$ cat src/fes_pkg.sv
package fes_pkg;

  localparam int ADDR_W = 26;
  localparam int DATA_W = 16;
  localparam int CLK_PS = 4000;

  // Bus timing, least values in ns
  localparam int T_WP_NS   = 35;
  localparam int T_WPH_NS  = 30;
  localparam int T_ACC_NS  = 130;
  localparam int T_OEPH_NS = 20;
  localparam int T_BUSY_NS = 90;
  localparam int SYNC_CYC  = 2;

  // Typical algorithm times and longest erase time
  localparam int T_PROG_US     = 60;
  localparam int T_PROG_ACC_US = 54;
  localparam int T_SERASE_MS   = 500;
  localparam int T_TMO_MS      = 3500;

  function automatic int ns2cyc(input int ns);
    int c;
    c = (ns * 1000 + CLK_PS - 1) / CLK_PS;
    return (c < 1) ? 1 : c;
  endfunction : ns2cyc

  localparam int WP_CYC   = ns2cyc(T_WP_NS);
  localparam int WPH_CYC  = ns2cyc(T_WPH_NS);
  localparam int ACC_CYC  = ns2cyc(T_ACC_NS) + SYNC_CYC;
  localparam int OEPH_CYC = ns2cyc(T_OEPH_NS);
  localparam int BUSY_CYC = ns2cyc(T_BUSY_NS);

  localparam int HOLD_PROG_CYC_DEF     = T_PROG_US * 1000000 / CLK_PS;
  localparam int HOLD_PROG_ACC_CYC_DEF = T_PROG_ACC_US * 1000000 / CLK_PS;
  localparam int HOLD_ERASE_CYC_DEF    = T_SERASE_MS * 1000 / CLK_PS * 1000000;
  localparam int TMO_CYC_DEF           = T_TMO_MS * 1000 / CLK_PS * 1000000;

  localparam logic [ADDR_W-1:0] ADDR_UNLOCK_A = 26'h0000555;
  localparam logic [ADDR_W-1:0] ADDR_UNLOCK_B = 26'h00002aa;
  localparam logic [DATA_W-1:0] CODE_UNLOCK_A = 16'h00aa;
  localparam logic [DATA_W-1:0] CODE_UNLOCK_B = 16'h0055;
  localparam logic [DATA_W-1:0] CODE_PROGRAM  = 16'h00a0;
  localparam logic [DATA_W-1:0] CODE_ERASE    = 16'h0080;
  localparam logic [DATA_W-1:0] CODE_SECTOR   = 16'h0030;
  localparam logic [DATA_W-1:0] CODE_CHIP     = 16'h0010;

  localparam logic [2:0] LAST_PROG  = 3'h3;
  localparam logic [2:0] LAST_ERASE = 3'h5;

  localparam int POLLING_STATUS_BIT  = 7;
  localparam int RUN_TOGGLE_BIT      = 6;
  localparam int SUSPEND_TOGGLE_BIT  = 2;

  typedef enum logic [1:0] {
    OP_PROG   = 2'b00,
    OP_SERASE = 2'b01,
    OP_CERASE = 2'b10,
    OP_NONE   = 2'b11
  } fes_op_type;

  typedef struct packed {
    fes_op_type        op;
    logic [ADDR_W-1:0] addr;
    logic [DATA_W-1:0] data;
  } fes_cmd_type;

  typedef struct packed {
    logic [ADDR_W-1:0] addr;
    logic [DATA_W-1:0] data;
  } fes_bus_type;

endpackage : fes_pkg

$ cat src/fes_host.sv
`timescale 1ns/1ps
// Function
// - Sector erase ends 55h@2AAh then 30h@sector.
// - Chip erase ends with 10h written to 555h.
// - Status reads back to back, chip select held.
// - Output enable alone delimits reads; chip select stays low.
module fes_host
  import fes_pkg::*;
#(
  parameter int HOLD_PROG_CYC     = fes_pkg::HOLD_PROG_CYC_DEF,
  parameter int HOLD_PROG_ACC_CYC = fes_pkg::HOLD_PROG_ACC_CYC_DEF,
  parameter int HOLD_ERASE_CYC    = fes_pkg::HOLD_ERASE_CYC_DEF,
  parameter int TMO_CYC           = fes_pkg::TMO_CYC_DEF
)(
  input  wire logic                        CLK_IN,
  input  wire logic                        RESETN_IN,
  input  wire logic                        CMD_VALID_IN,
  input  wire fes_pkg::fes_cmd_type        CMD_IN,
  input  wire logic                        ACCEL_IN,
  output logic                             CMD_READY_OUT,
  output logic                             DONE_OUT,
  output logic                             TIMEOUT_OUT,
  output logic [fes_pkg::DATA_W-1:0]       STATUS_OUT,
  output logic [fes_pkg::ADDR_W-1:0]       FL_ADDR_OUT,
  output logic [fes_pkg::DATA_W-1:0]       FL_DQ_OUT,
  output logic                             FL_DQ_OE_N_OUT,
  input  wire logic [fes_pkg::DATA_W-1:0]  FL_DQ_IN,
  output logic                             FL_CE_N_OUT,
  output logic                             FL_OE_N_OUT,
  output logic                             FL_WE_N_OUT,
  input  wire logic                        FL_READY_BUSY_N_IN
);
  import fes_pkg::*;

  if (HOLD_PROG_CYC < BUSY_CYC || HOLD_PROG_ACC_CYC < BUSY_CYC ||
      HOLD_ERASE_CYC < BUSY_CYC || TMO_CYC <= HOLD_ERASE_CYC)
  begin : g_param_check
    $error("fes_host: holdoff below busy delay or timeout not above holdoff");
  end

  typedef enum logic [2:0] {
    ST_IDLE    = 3'b000,
    ST_WR_LOW  = 3'b001,
    ST_WR_HIGH = 3'b010,
    ST_HOLD    = 3'b011,
    ST_RD_LOW  = 3'b100,
    ST_RD_HIGH = 3'b101
  } fes_state_type;

  fes_state_type       state_r;
  fes_cmd_type         cmd_r;
  logic [31:0]         cnt_r;
  logic [31:0]         tmo_cnt_r;
  logic [2:0]          step_r;
  logic [DATA_W-1:0]   prev_r;
  logic                prev_vld_r;
  logic                fin_r;
  logic [DATA_W-1:0]   dq_m_r;
  logic [DATA_W-1:0]   dq_s_r;
  logic                rb_m_r;
  logic                rb_s_r;
  fes_bus_type         word_nxt;
  logic                settled;
  logic                tmo_hit;

  // Unlock cycles, then the op's final cycles
  function automatic fes_bus_type cmd_word(input fes_op_type op, input logic [2:0] st,
                                           input fes_cmd_type c);
    fes_bus_type w;
    w = '{addr: ADDR_UNLOCK_A, data: CODE_UNLOCK_A};
    case (st)
      3'h1, 3'h4:
        w = '{addr: ADDR_UNLOCK_B, data: CODE_UNLOCK_B};
      3'h2:
        w.data = (op == OP_PROG) ? CODE_PROGRAM : CODE_ERASE;
      3'h3:
        if (op == OP_PROG)
          w = '{addr: c.addr, data: c.data};
      3'h5:
        if (op == OP_SERASE)
          w = '{addr: c.addr, data: CODE_SECTOR};
        else
          w.data = CODE_CHIP;
      default:
        w = '{addr: ADDR_UNLOCK_A, data: CODE_UNLOCK_A};
    endcase
    return w;
  endfunction : cmd_word

  function automatic logic [2:0] last_step(input fes_op_type op);
    return (op == OP_PROG) ? LAST_PROG : LAST_ERASE;
  endfunction : last_step

  assign word_nxt = cmd_word(cmd_r.op, step_r + 3'h1, cmd_r);

  // Done once the run toggle bit holds still across two reads, the
  // polling bit shows true data on a program and ready/busy has been released
  assign settled = prev_vld_r
                && (dq_s_r[RUN_TOGGLE_BIT] == prev_r[RUN_TOGGLE_BIT])
                && (cmd_r.op != OP_PROG
                    || dq_s_r[POLLING_STATUS_BIT] == cmd_r.data[POLLING_STATUS_BIT])
                && rb_s_r;
  assign tmo_hit = (tmo_cnt_r >= 32'(TMO_CYC - 1));

  // Pins from outside pass two flops before use
  always_ff @(posedge CLK_IN)
  begin
    if (!RESETN_IN)
    begin
      dq_m_r <= '0;
      dq_s_r <= '0;
      rb_m_r <= 1'b1;
      rb_s_r <= 1'b1;
    end
    else
    begin
      dq_m_r <= FL_DQ_IN;
      dq_s_r <= dq_m_r;
      rb_m_r <= FL_READY_BUSY_N_IN;
      rb_s_r <= rb_m_r;
    end
  end

  // Watchdog over the whole embedded algorithm
  always_ff @(posedge CLK_IN)
  begin
    if (!RESETN_IN || state_r == ST_IDLE)
      tmo_cnt_r <= '0;
    else if (!tmo_hit)
      tmo_cnt_r <= tmo_cnt_r + 32'h1;
  end

  always_ff @(posedge CLK_IN)
  begin
    if (!RESETN_IN)
    begin
      state_r        <= ST_IDLE;
      cmd_r          <= '{op: OP_NONE, addr: '0, data: '0};
      cnt_r          <= '0;
      step_r         <= '0;
      prev_r         <= '0;
      prev_vld_r     <= 1'b0;
      fin_r          <= 1'b0;
      CMD_READY_OUT  <= 1'b0;
      DONE_OUT       <= 1'b0;
      TIMEOUT_OUT    <= 1'b0;
      STATUS_OUT     <= '0;
      FL_ADDR_OUT    <= '0;
      FL_DQ_OUT      <= '0;
      FL_DQ_OE_N_OUT <= 1'b1;
      FL_CE_N_OUT    <= 1'b1;
      FL_OE_N_OUT    <= 1'b1;
      FL_WE_N_OUT    <= 1'b1;
    end
    else
    begin
      DONE_OUT <= 1'b0;
      case (state_r)
        ST_IDLE:
        begin
          CMD_READY_OUT <= 1'b1;
          if (CMD_READY_OUT && CMD_VALID_IN && CMD_IN.op != OP_NONE)
          begin
            // Chip select stays low through the whole command and polling
            cmd_r          <= CMD_IN;
            CMD_READY_OUT  <= 1'b0;
            step_r         <= '0;
            fin_r          <= 1'b0;
            FL_ADDR_OUT    <= ADDR_UNLOCK_A;
            FL_DQ_OUT      <= CODE_UNLOCK_A;
            FL_DQ_OE_N_OUT <= 1'b0;
            FL_CE_N_OUT    <= 1'b0;
            FL_WE_N_OUT    <= 1'b0;
            cnt_r          <= 32'(WP_CYC - 1);
            state_r        <= ST_WR_LOW;
          end
        end
        ST_WR_LOW:
        begin
          cnt_r <= cnt_r - 32'h1;
          if (cnt_r == '0)
          begin
            FL_WE_N_OUT <= 1'b1;
            cnt_r       <= 32'(WPH_CYC - 1);
            state_r     <= ST_WR_HIGH;
          end
        end
        ST_WR_HIGH:
        begin
          cnt_r <= cnt_r - 32'h1;
          if (cnt_r == '0 && step_r == last_step(cmd_r.op))
          begin
            // Holdoff covers the busy delay; polling before the typical
            // time only burns bus cycles
            FL_DQ_OE_N_OUT <= 1'b1;
            FL_ADDR_OUT    <= cmd_r.addr;
            prev_vld_r     <= 1'b0;
            state_r        <= ST_HOLD;
            if (cmd_r.op != OP_PROG)
              cnt_r <= 32'(HOLD_ERASE_CYC - 1);
            else if (ACCEL_IN)
              cnt_r <= 32'(HOLD_PROG_ACC_CYC - 1);
            else
              cnt_r <= 32'(HOLD_PROG_CYC - 1);
          end
          else if (cnt_r == '0)
          begin
            step_r      <= step_r + 3'h1;
            FL_ADDR_OUT <= word_nxt.addr;
            FL_DQ_OUT   <= word_nxt.data;
            FL_WE_N_OUT <= 1'b0;
            cnt_r       <= 32'(WP_CYC - 1);
            state_r     <= ST_WR_LOW;
          end
        end
        ST_HOLD:
        begin
          cnt_r <= cnt_r - 32'h1;
          if (cnt_r == '0)
          begin
            FL_OE_N_OUT <= 1'b0;
            cnt_r       <= 32'(ACC_CYC - 1);
            state_r     <= ST_RD_LOW;
          end
        end
        ST_RD_LOW:
        begin
          cnt_r <= cnt_r - 32'h1;
          if (cnt_r == '0)
          begin
            // Output enable pulse alone advances the toggle bits
            FL_OE_N_OUT <= 1'b1;
            prev_r      <= dq_s_r;
            prev_vld_r  <= 1'b1;
            STATUS_OUT  <= dq_s_r;
            fin_r       <= settled || tmo_hit;
            TIMEOUT_OUT <= tmo_hit && !settled;
            cnt_r       <= 32'(OEPH_CYC - 1);
            state_r     <= ST_RD_HIGH;
          end
        end
        ST_RD_HIGH:
        begin
          cnt_r <= cnt_r - 32'h1;
          if (cnt_r == '0 && fin_r)
          begin
            FL_CE_N_OUT   <= 1'b1;
            DONE_OUT      <= 1'b1;
            CMD_READY_OUT <= 1'b1;
            state_r       <= ST_IDLE;
          end
          else if (cnt_r == '0)
          begin
            FL_OE_N_OUT <= 1'b0;
            cnt_r       <= 32'(ACC_CYC - 1);
            state_r     <= ST_RD_LOW;
          end
        end
        default:
          state_r <= ST_IDLE;
      endcase
    end
  end
endmodule : fes_host

$ cat config.mk
export PLATFORM = sky130hd
export DESIGN_NAME = fes_host
export DESIGN_NICKNAME = d
export VERILOG_FILES = /design/src/fes_pkg.sv /design/src/fes_host.sv
export SDC_FILE = /design/constraint.sdc
export NUM_CORES = 1
export LEC_CHECK = 0
export ABC_AREA = 1
export ABC_CLOCK_PERIOD_IN_PS = 2600
export BUFFER_PORTS_ARGS = -buffer_cell sky130_fd_sc_hd__buf_2
export CORE_MARGIN = 3
export CORE_UTILIZATION = 55
export DETAILED_ROUTE_END_ITERATION = 10
export PLACE_DENSITY = 0.81
export SYNTH_ARGS = -nofsm -noshare
export SYNTH_HDL_FRONTEND = slang
export SYNTH_SLANG_ARGS = --single-unit
$ cat constraint.sdc
create_clock -name CLK_IN -period 2.6 [get_ports CLK_IN]
set_input_delay 0.26 -clock CLK_IN [delete_from_list [all_inputs] [get_ports CLK_IN]]
set_output_delay 0.26 -clock CLK_IN [all_outputs]
set_load 0.01 [all_outputs]
==> results of run 1 <==
-- metal layers --
layer / vias to the layer above / GRT usage, %
li1: 5011 / -
met1: 4632 / 35.2
met2: 416 / 47.1
met3: 59 / 5.12
met4: 2 / 7.83
met5: - / 0
-- cell families after synthesis --
| logic type | Yosys count | share of synthesized area [%] |
|---|---|---|
| compound gates | 251 | 13.0 |
| xor+xnor | 42 | 3.65 |
| fa+ha+maj | 6 | 0.744 |
| buf+inv | 226 | 9.02 |
| flops | 215 | 42.7 |
| simple gates | 717 | 30.9 |
-- what timing repair did --
item / CTS / global route
hold buffers: 48 / 0
resized for setup: 0 / 2
endpoints found under the hold margin: 48 / 0
setup endpoints to repair: 0 / 17
-- power groups by stage --
stage	clock (mW)	sequential, mW	combinational (mW)
2_1_floorplan	0	4.41	5.34
3_3_place_gp	0	4.44	6.79
3_5_place_dp	0	4.45	6.92
4_1_cts	3.34	4.40	7.04
5_1_grt	3.50	4.47	8.07
6_report	3.33	4.42	7.22
-- path summary, 6_finish.rpt --
kind	slack, ns	depth (start not counted)	end	from
setup / recovery	0.21	11	FL_DQ_OUT[13]	cnt_r[0]
hold / removal	0.02	3	cmd_r[42]	CMD_IN[42]
setup reg to reg	0.21	11	FL_DQ_OUT[13]	cnt_r[0]
hold reg to reg	0.42	2	dq_s_r[0]	dq_m_r[0]
-- cell type report --
class                   count  area share [%]
clock inverters             6           0.686
flip-flops and latches    215            35.2
repair buffers            204            11.0
well taps                 225            2.30
clock buffers              36            5.60
multi-input cells        1016            40.0
inverters                 170            5.22
-- synthesized netlist by cell type (all sizes together) (3+ instances only) --
| master | instances | area [um^2] |
|---|---|---|
| nand2 | 329 | 1270 |
| dfxtp | 215 | 4300 |
| nor2 | 209 | 876 |
| inv | 169 | 634 |
| o21ai | 128 | 659 |
| nand3 | 123 | 621 |
| a21oi | 107 | 536 |
| clkbuf | 35 | 131 |
| xor2 | 27 | 236 |
| buf | 21 | 140 |
| nand4 | 21 | 138 |
| nor3 | 21 | 121 |
| xnor2 | 15 | 131 |
| or2 | 7 | 43.8 |
| ha | 6 | 75.1 |
| a31oi | 5 | 31.3 |
| a211oi | 3 | 22.5 |
-- cell usage in the layout, fill, tap and decap left out, types with 2 or more instances in the layout --
cell           count
nor2_1           190
o21ai_1           12
a31oi_1            5
o21ai_2            2
a21boi_0           2
dlygate4sd3_1     48
bufinv_16          2
dfxtp_1          215
nor2_2            14
a211oi_1           3
nand3b_1           2
nor2_4             2
nand2_1          318
clkbuf_8           6
inv_1            159
or2_2              6
clkbuf_16         23
nand3_1          122
nor2_8             3
clkbuf_1           7
xnor2_1           15
clkinv_2           3
nand2_2            9
buf_4             27
a21oi_1          107
o21ai_0          113
nor4_1             2
ha_1               6
nand4_1           20
nand2_4            2
buf_2            128
inv_2             10
xor2_1            27
nor3b_1            2
nor3_1            19
-- stage by stage --
step,util (%),TNS (ns),cell area [um^2],power [mW]
floorplan,-,0,10100,9.75
global placement,62.3,0,11000,11.2
detailed placement,62.3,0,11000,11.4
CTS,69.4,0,12200,14.8
global route,69.5,-0.000687,12200,16.0
finish,69.5,0,12200,15.0
-- worst register-to-register path, cell delays in order (launching register included) --
cell and delay, ns:
dfxtp_1 0.32, inv_1 0.12, ha_1 0.22, nand2_2 0.13
nor2_8 0.19, nand2_2 0.12, o21ai_4 0.30, nand2_4 0.14
nor2_8 0.25, buf_4 0.24, o21ai_0 0.11, a21oi_1 0.17
-- flip-flops by register name, summed over array words and instances (netlist names) --
signal / cells
cmd_r: 44
cnt_r: 32
tmo_cnt_r: 32
FL_ADDR_OUT: 26
FL_DQ_OUT: 16
dq_m_r: 16
dq_s_r: 16
prev_r: 16
state_r: 3
step_r: 3
CMD_READY_OUT: 1
DONE_OUT: 1
FL_CE_N_OUT: 1
FL_DQ_OE_N_OUT: 1
FL_OE_N_OUT: 1
FL_WE_N_OUT: 1
TIMEOUT_OUT: 1
fin_r: 1
prev_vld_r: 1
rb_m_r: 1
rb_s_r: 1
==> run metrics, run 1 <==
Syn Inst Count=1457; H-tree levels=1; Leakage=5.69 nW; TritonCTS clock tree=done; Worst Path Required=3.03 ns; vias in the first global route=9614; synth warn=0; Placed Instances=1782; Int Pwr=8.37 mW; share of power burned in registers=29.5%; DR WL met3=2030 um; Worst path slowest cell=dfxtp_1; hold_ws=0.0152 ns; critical path type=flip-flop to flip-flop; top routing layer used=met5; dpl ws=0.149 ns; Iter 0 DRT Violations=796; final std cells w/o fill=between 1500 and 2000; status=finished clean; count of buffers from port buffering=129; Fill cells=about 1400; clk buf depth=3; Clock Skews=just over 0.009 ns; worst-path maximum fanout=17; Avg Vias per Cell=5.41; routability cong.=0.912; Synth Register Bits=215; RSZ-0062 raised after global routing=true; initial core utilization=a little under three fifths; via count=slightly above 10000; share of cells above drive strength 1=~15%; Post-CTS Setup Bufs=0; Chip Width=around 140 um; DPL Wire Length=18300 um; initial antenna violation count=1; Final nets=1701; TritonCTS buffer count=23; Final min period=between 2 and 2.5 ns; DRC Markers=0; metal2 WL=13500 um; Die Span Y=about 140 um; syn nets=between 1500 and 2000; Max-cap violations=0; critical path launch point type=flip-flop; Clk network pwr share=22.2%; CTS root buffer=clkbuf_16; final-report hold violation count=0; CP peak stage delay=0.32 ns; Seq/Total Area, Yosys=a little over two fifths; PnR worst setup slack=0.207 ns; slew margin rel.=approximately half; die area=20000 um^2; gr usage total=27.4%; Wirelength per Cell=15.0 um; Ports=130; crit-path leading delay family=simple AND/OR/NAND/NOR gates; P&R area growth vs syn=21.2%; first-pass GRT wire length=roughly 46000 um; clock slew at reported path FFs=0.06 ns; Comb pwr share=roughly half; clock sinks=215; switching share of power=44.1%; CP Capture Type=flip-flop; Final setup violation count=0; ANT cells=0; met1 WL=12000 um; Sw Pwr=about 6.6 mW; number of buffers and inverters on the critical path=2; Min-Delay Path Class=input port to flip-flop; Mapped Area=10100 um^2; CP Data Arrival Time=2.82 ns; Reg area=4300 um^2; Most used DFF post-synth=dfxtp_1; number of flops mapped to enable cells by yosys=0; grt ovf=0; multi-input logic area=4890 um^2; syn_area_per_cell=6.92 um^2; Post-Route WL=28100 um; FMAX=around 0.42 GHz; Rows=48; Async S/R FF share, synth=0%; First-pass DRT Iterations=5; Slew Viols, Final=0; crit-path cells=inv_1 -> ha_1 -> nand2_2 -> nor2_8 -> nand2_2 -> o21ai_4 -> nand2_4 -> nor2_8 -> buf_4 -> o21ai_0 -> a21oi_1; count of cell types in the netlist=46; Worst-Margin Slew=0.719 ns; period utilization=92.0%; Routed Antenna Nets=0; Peak supply drop=around 1.1 mV; pin count of the biggest net entering global routing=60; PD cells=1220 nW/um^2; Core ar.=17600 um^2; clk_lat worst skew=0.51 ns
Power figures use the tool's default switching activity.
==> run 2, diff against run 1 <==
--- a/config.mk
+++ b/config.mk
@@ -6,7 +6,7 @@
 export NUM_CORES = 1
 export LEC_CHECK = 0
 export ABC_AREA = 1
-export ABC_CLOCK_PERIOD_IN_PS = 2600
+export ABC_CLOCK_PERIOD_IN_PS = 2320
 export BUFFER_PORTS_ARGS = -buffer_cell sky130_fd_sc_hd__buf_2
 export CORE_MARGIN = 3
 export CORE_UTILIZATION = 55
==> constraint.sdc (replaced) <==
create_clock -name CLK_IN -period 2.32 [get_ports CLK_IN]
set_input_delay 0.232 -clock CLK_IN [delete_from_list [all_inputs] [get_ports CLK_IN]]
set_output_delay 0.232 -clock CLK_IN [all_outputs]
set_load 0.01 [all_outputs]
==> run metrics, run 2 (same netlist as run 1, synthesis figures left out) <==
status=finished clean; Die Span Y=141 um; Stages on worst setup path=12; Final setup violation count=0; switching share of power=42.5%; Clock Skews=0.0183 ns; multi-input logic area=approximately 4900 um^2; TritonCTS buffer count=24; Max-cap violations=0; DRC Markers=0; Final min period=2.13 ns; Int Pwr=10.2 mW; routability cong.=0.951; Sw Pwr=7.51 mW; critical path launch point type=flip-flop; Reg area=4300 um^2; clock sinks=215; count of buffers from port buffering=129; Top reg by flops=cmd_r; die area=20000 um^2; Chip Width=141 um; Leakage=5.88 nW; share of power burned in registers=28.0%; hold buffer count at CTS=between 50 and 60; most frequent cells in the layout=318 x nand2_1, 215 x dfxtp_1, 190 x nor2_1; Core ar.=17600 um^2; vias in the first global route=roughly 9800; clock slew at reported path FFs=0.06 ns; clk buf depth=3; Peak supply drop=1.33 mV; crit-path leading delay family=simple AND/OR/NAND/NOR gates; share of cells above drive strength 1=15.7%; FMAX=0.471 GHz; RSZ-0062 raised after global routing=false; PD cells=1400 nW/um^2; Post-Route WL=28700 um; initial antenna violation count=0; Setup TNS=0 ns; First-pass DRT Iterations=5; Clk network pwr share=24.3%; Total Power=~18 mW; biggest regs=cmd_r x44, cnt_r x32, tmo_cnt_r x32; number of buffers and inverters on the critical path=4; max reg flops=44; Worst-Margin Slew=~0.65 ns; crit-path cells=inv_1 -> ha_1 -> nand2_2 -> nor2_8 -> nand3_1 -> nor2_2 -> buf_4 -> inv_2 -> nor2_2 -> buf_4 -> nand3_1 -> a21oi_1; Ports=130; Slew Viols, Final=0; cell count of the worst reg-to-reg path=12; Hold Path Stages=3; Worst Path Required=2.78 ns; Avg Vias per Cell=5.35; CP Capture Type=flip-flop; Comb pwr share=a little under half; initial core utilization=between 50% and 60%; most common cell after layout, fill and taps aside=nand2_1; Worst path slowest cell=dfxtp_1; gr usage total=28.2%; P&R area growth vs syn=24.7%; worst-path maximum fanout=16; ANT cells=0; Iter 0 DRT Violations=847; Final nets=1726; H-tree levels=1; grt ovf=0; Rows=between 40 and 50; CP Data Arrival Time=2.59 ns; first-pass GRT wire length=47500 um; Min-Delay Path Class=input port to flip-flop; slew margin rel.=between 50% and 60%; CP peak stage delay=between 0.3 and 0.4 ns; critical path type=flip-flop to flip-flop; Resized cells post-CTS=0; Wirelength per Cell=about 15 um; TritonCTS clock tree=done; pin count of the biggest net entering global routing=72; clk_lat worst skew=0.53 ns; Post-CTS Setup Bufs=0; via count=a little over 10000; CTS root buffer=clkbuf_16; final-report hold violation count=0; DPL Wire Length=18600 um; period utilization=91.6%; Routed Antenna Nets=0; Fill cells=1321
run 2: power by group through the flow:
stage	clock [mW]	combinational [mW]	sequential [mW]
5_1_grt	4.49	9.38	5.02
4_1_cts	4.35	8.30	4.93
2_1_floorplan	0	5.99	4.94
6_report	4.30	8.42	4.95
3_5_place_dp	0	8.15	5.00
3_3_place_gp	0	8.01	4.99
run 2: per-layer routing:
| metal | GRT usage, % | part of all wire (%) |
|---|---|---|
| met1 | 35.4 | 42 |
| met5 | 0 | 0 |
| met2 | 48.2 | 48 |
| met3 | 5.53 | 6.9 |
| met4 | 10.8 | 3.5 |
run 2: final timing paths:
check | start | to | slack (ns)
setup / recovery | cnt_r[0] | FL_ADDR_OUT[16] | 0.19
hold / removal | CMD_IN[20] | cmd_r[20] | 0.02
setup reg to reg | cnt_r[0] | FL_ADDR_OUT[16] | 0.19
hold reg to reg | dq_m_r[4] | dq_s_r[4] | 0.41
run 2: worst register-to-register path, delay by kind of cell, from the launching register on:
kind / cells / cell delay, ns
buffers and inverters: 4 / 0.56
flip-flops: 1 / 0.32
AO/OA/AOI/OAI: 1 / 0.14
AND/OR/NAND/NOR: 6 / 0.82
adder cells (fa/ha/maj): 1 / 0.21
run 2: layout make-up:
| cell class | instances | share of cell area, % |
|---|---|---|
| clock inverters | 11 | 1.88 |
| flip-flops and latches | 215 | 34.2 |
| clock buffers | 31 | 5.38 |
| well taps | 225 | 2.24 |
| multi-input cells | 1016 | 38.8 |
| inverters | 170 | 5.07 |
| repair buffers | 228 | 12.4 |
run 2: stage by stage:
step	util [%]	cells	hold slack (ns)	cell area [um^2]	setup WS (ns)
floorplan	-	1457	0.330	10100	0.368
global placement	62.9	1795	0.393	11100	0.298
detailed placement	62.9	1795	0.395	11100	0.236
CTS	71.5	1896	0.000663	12600	0.206
global route	71.5	1896	0.0388	12600	0.00834
finish	71.5	1896	0.0242	12600	0.195
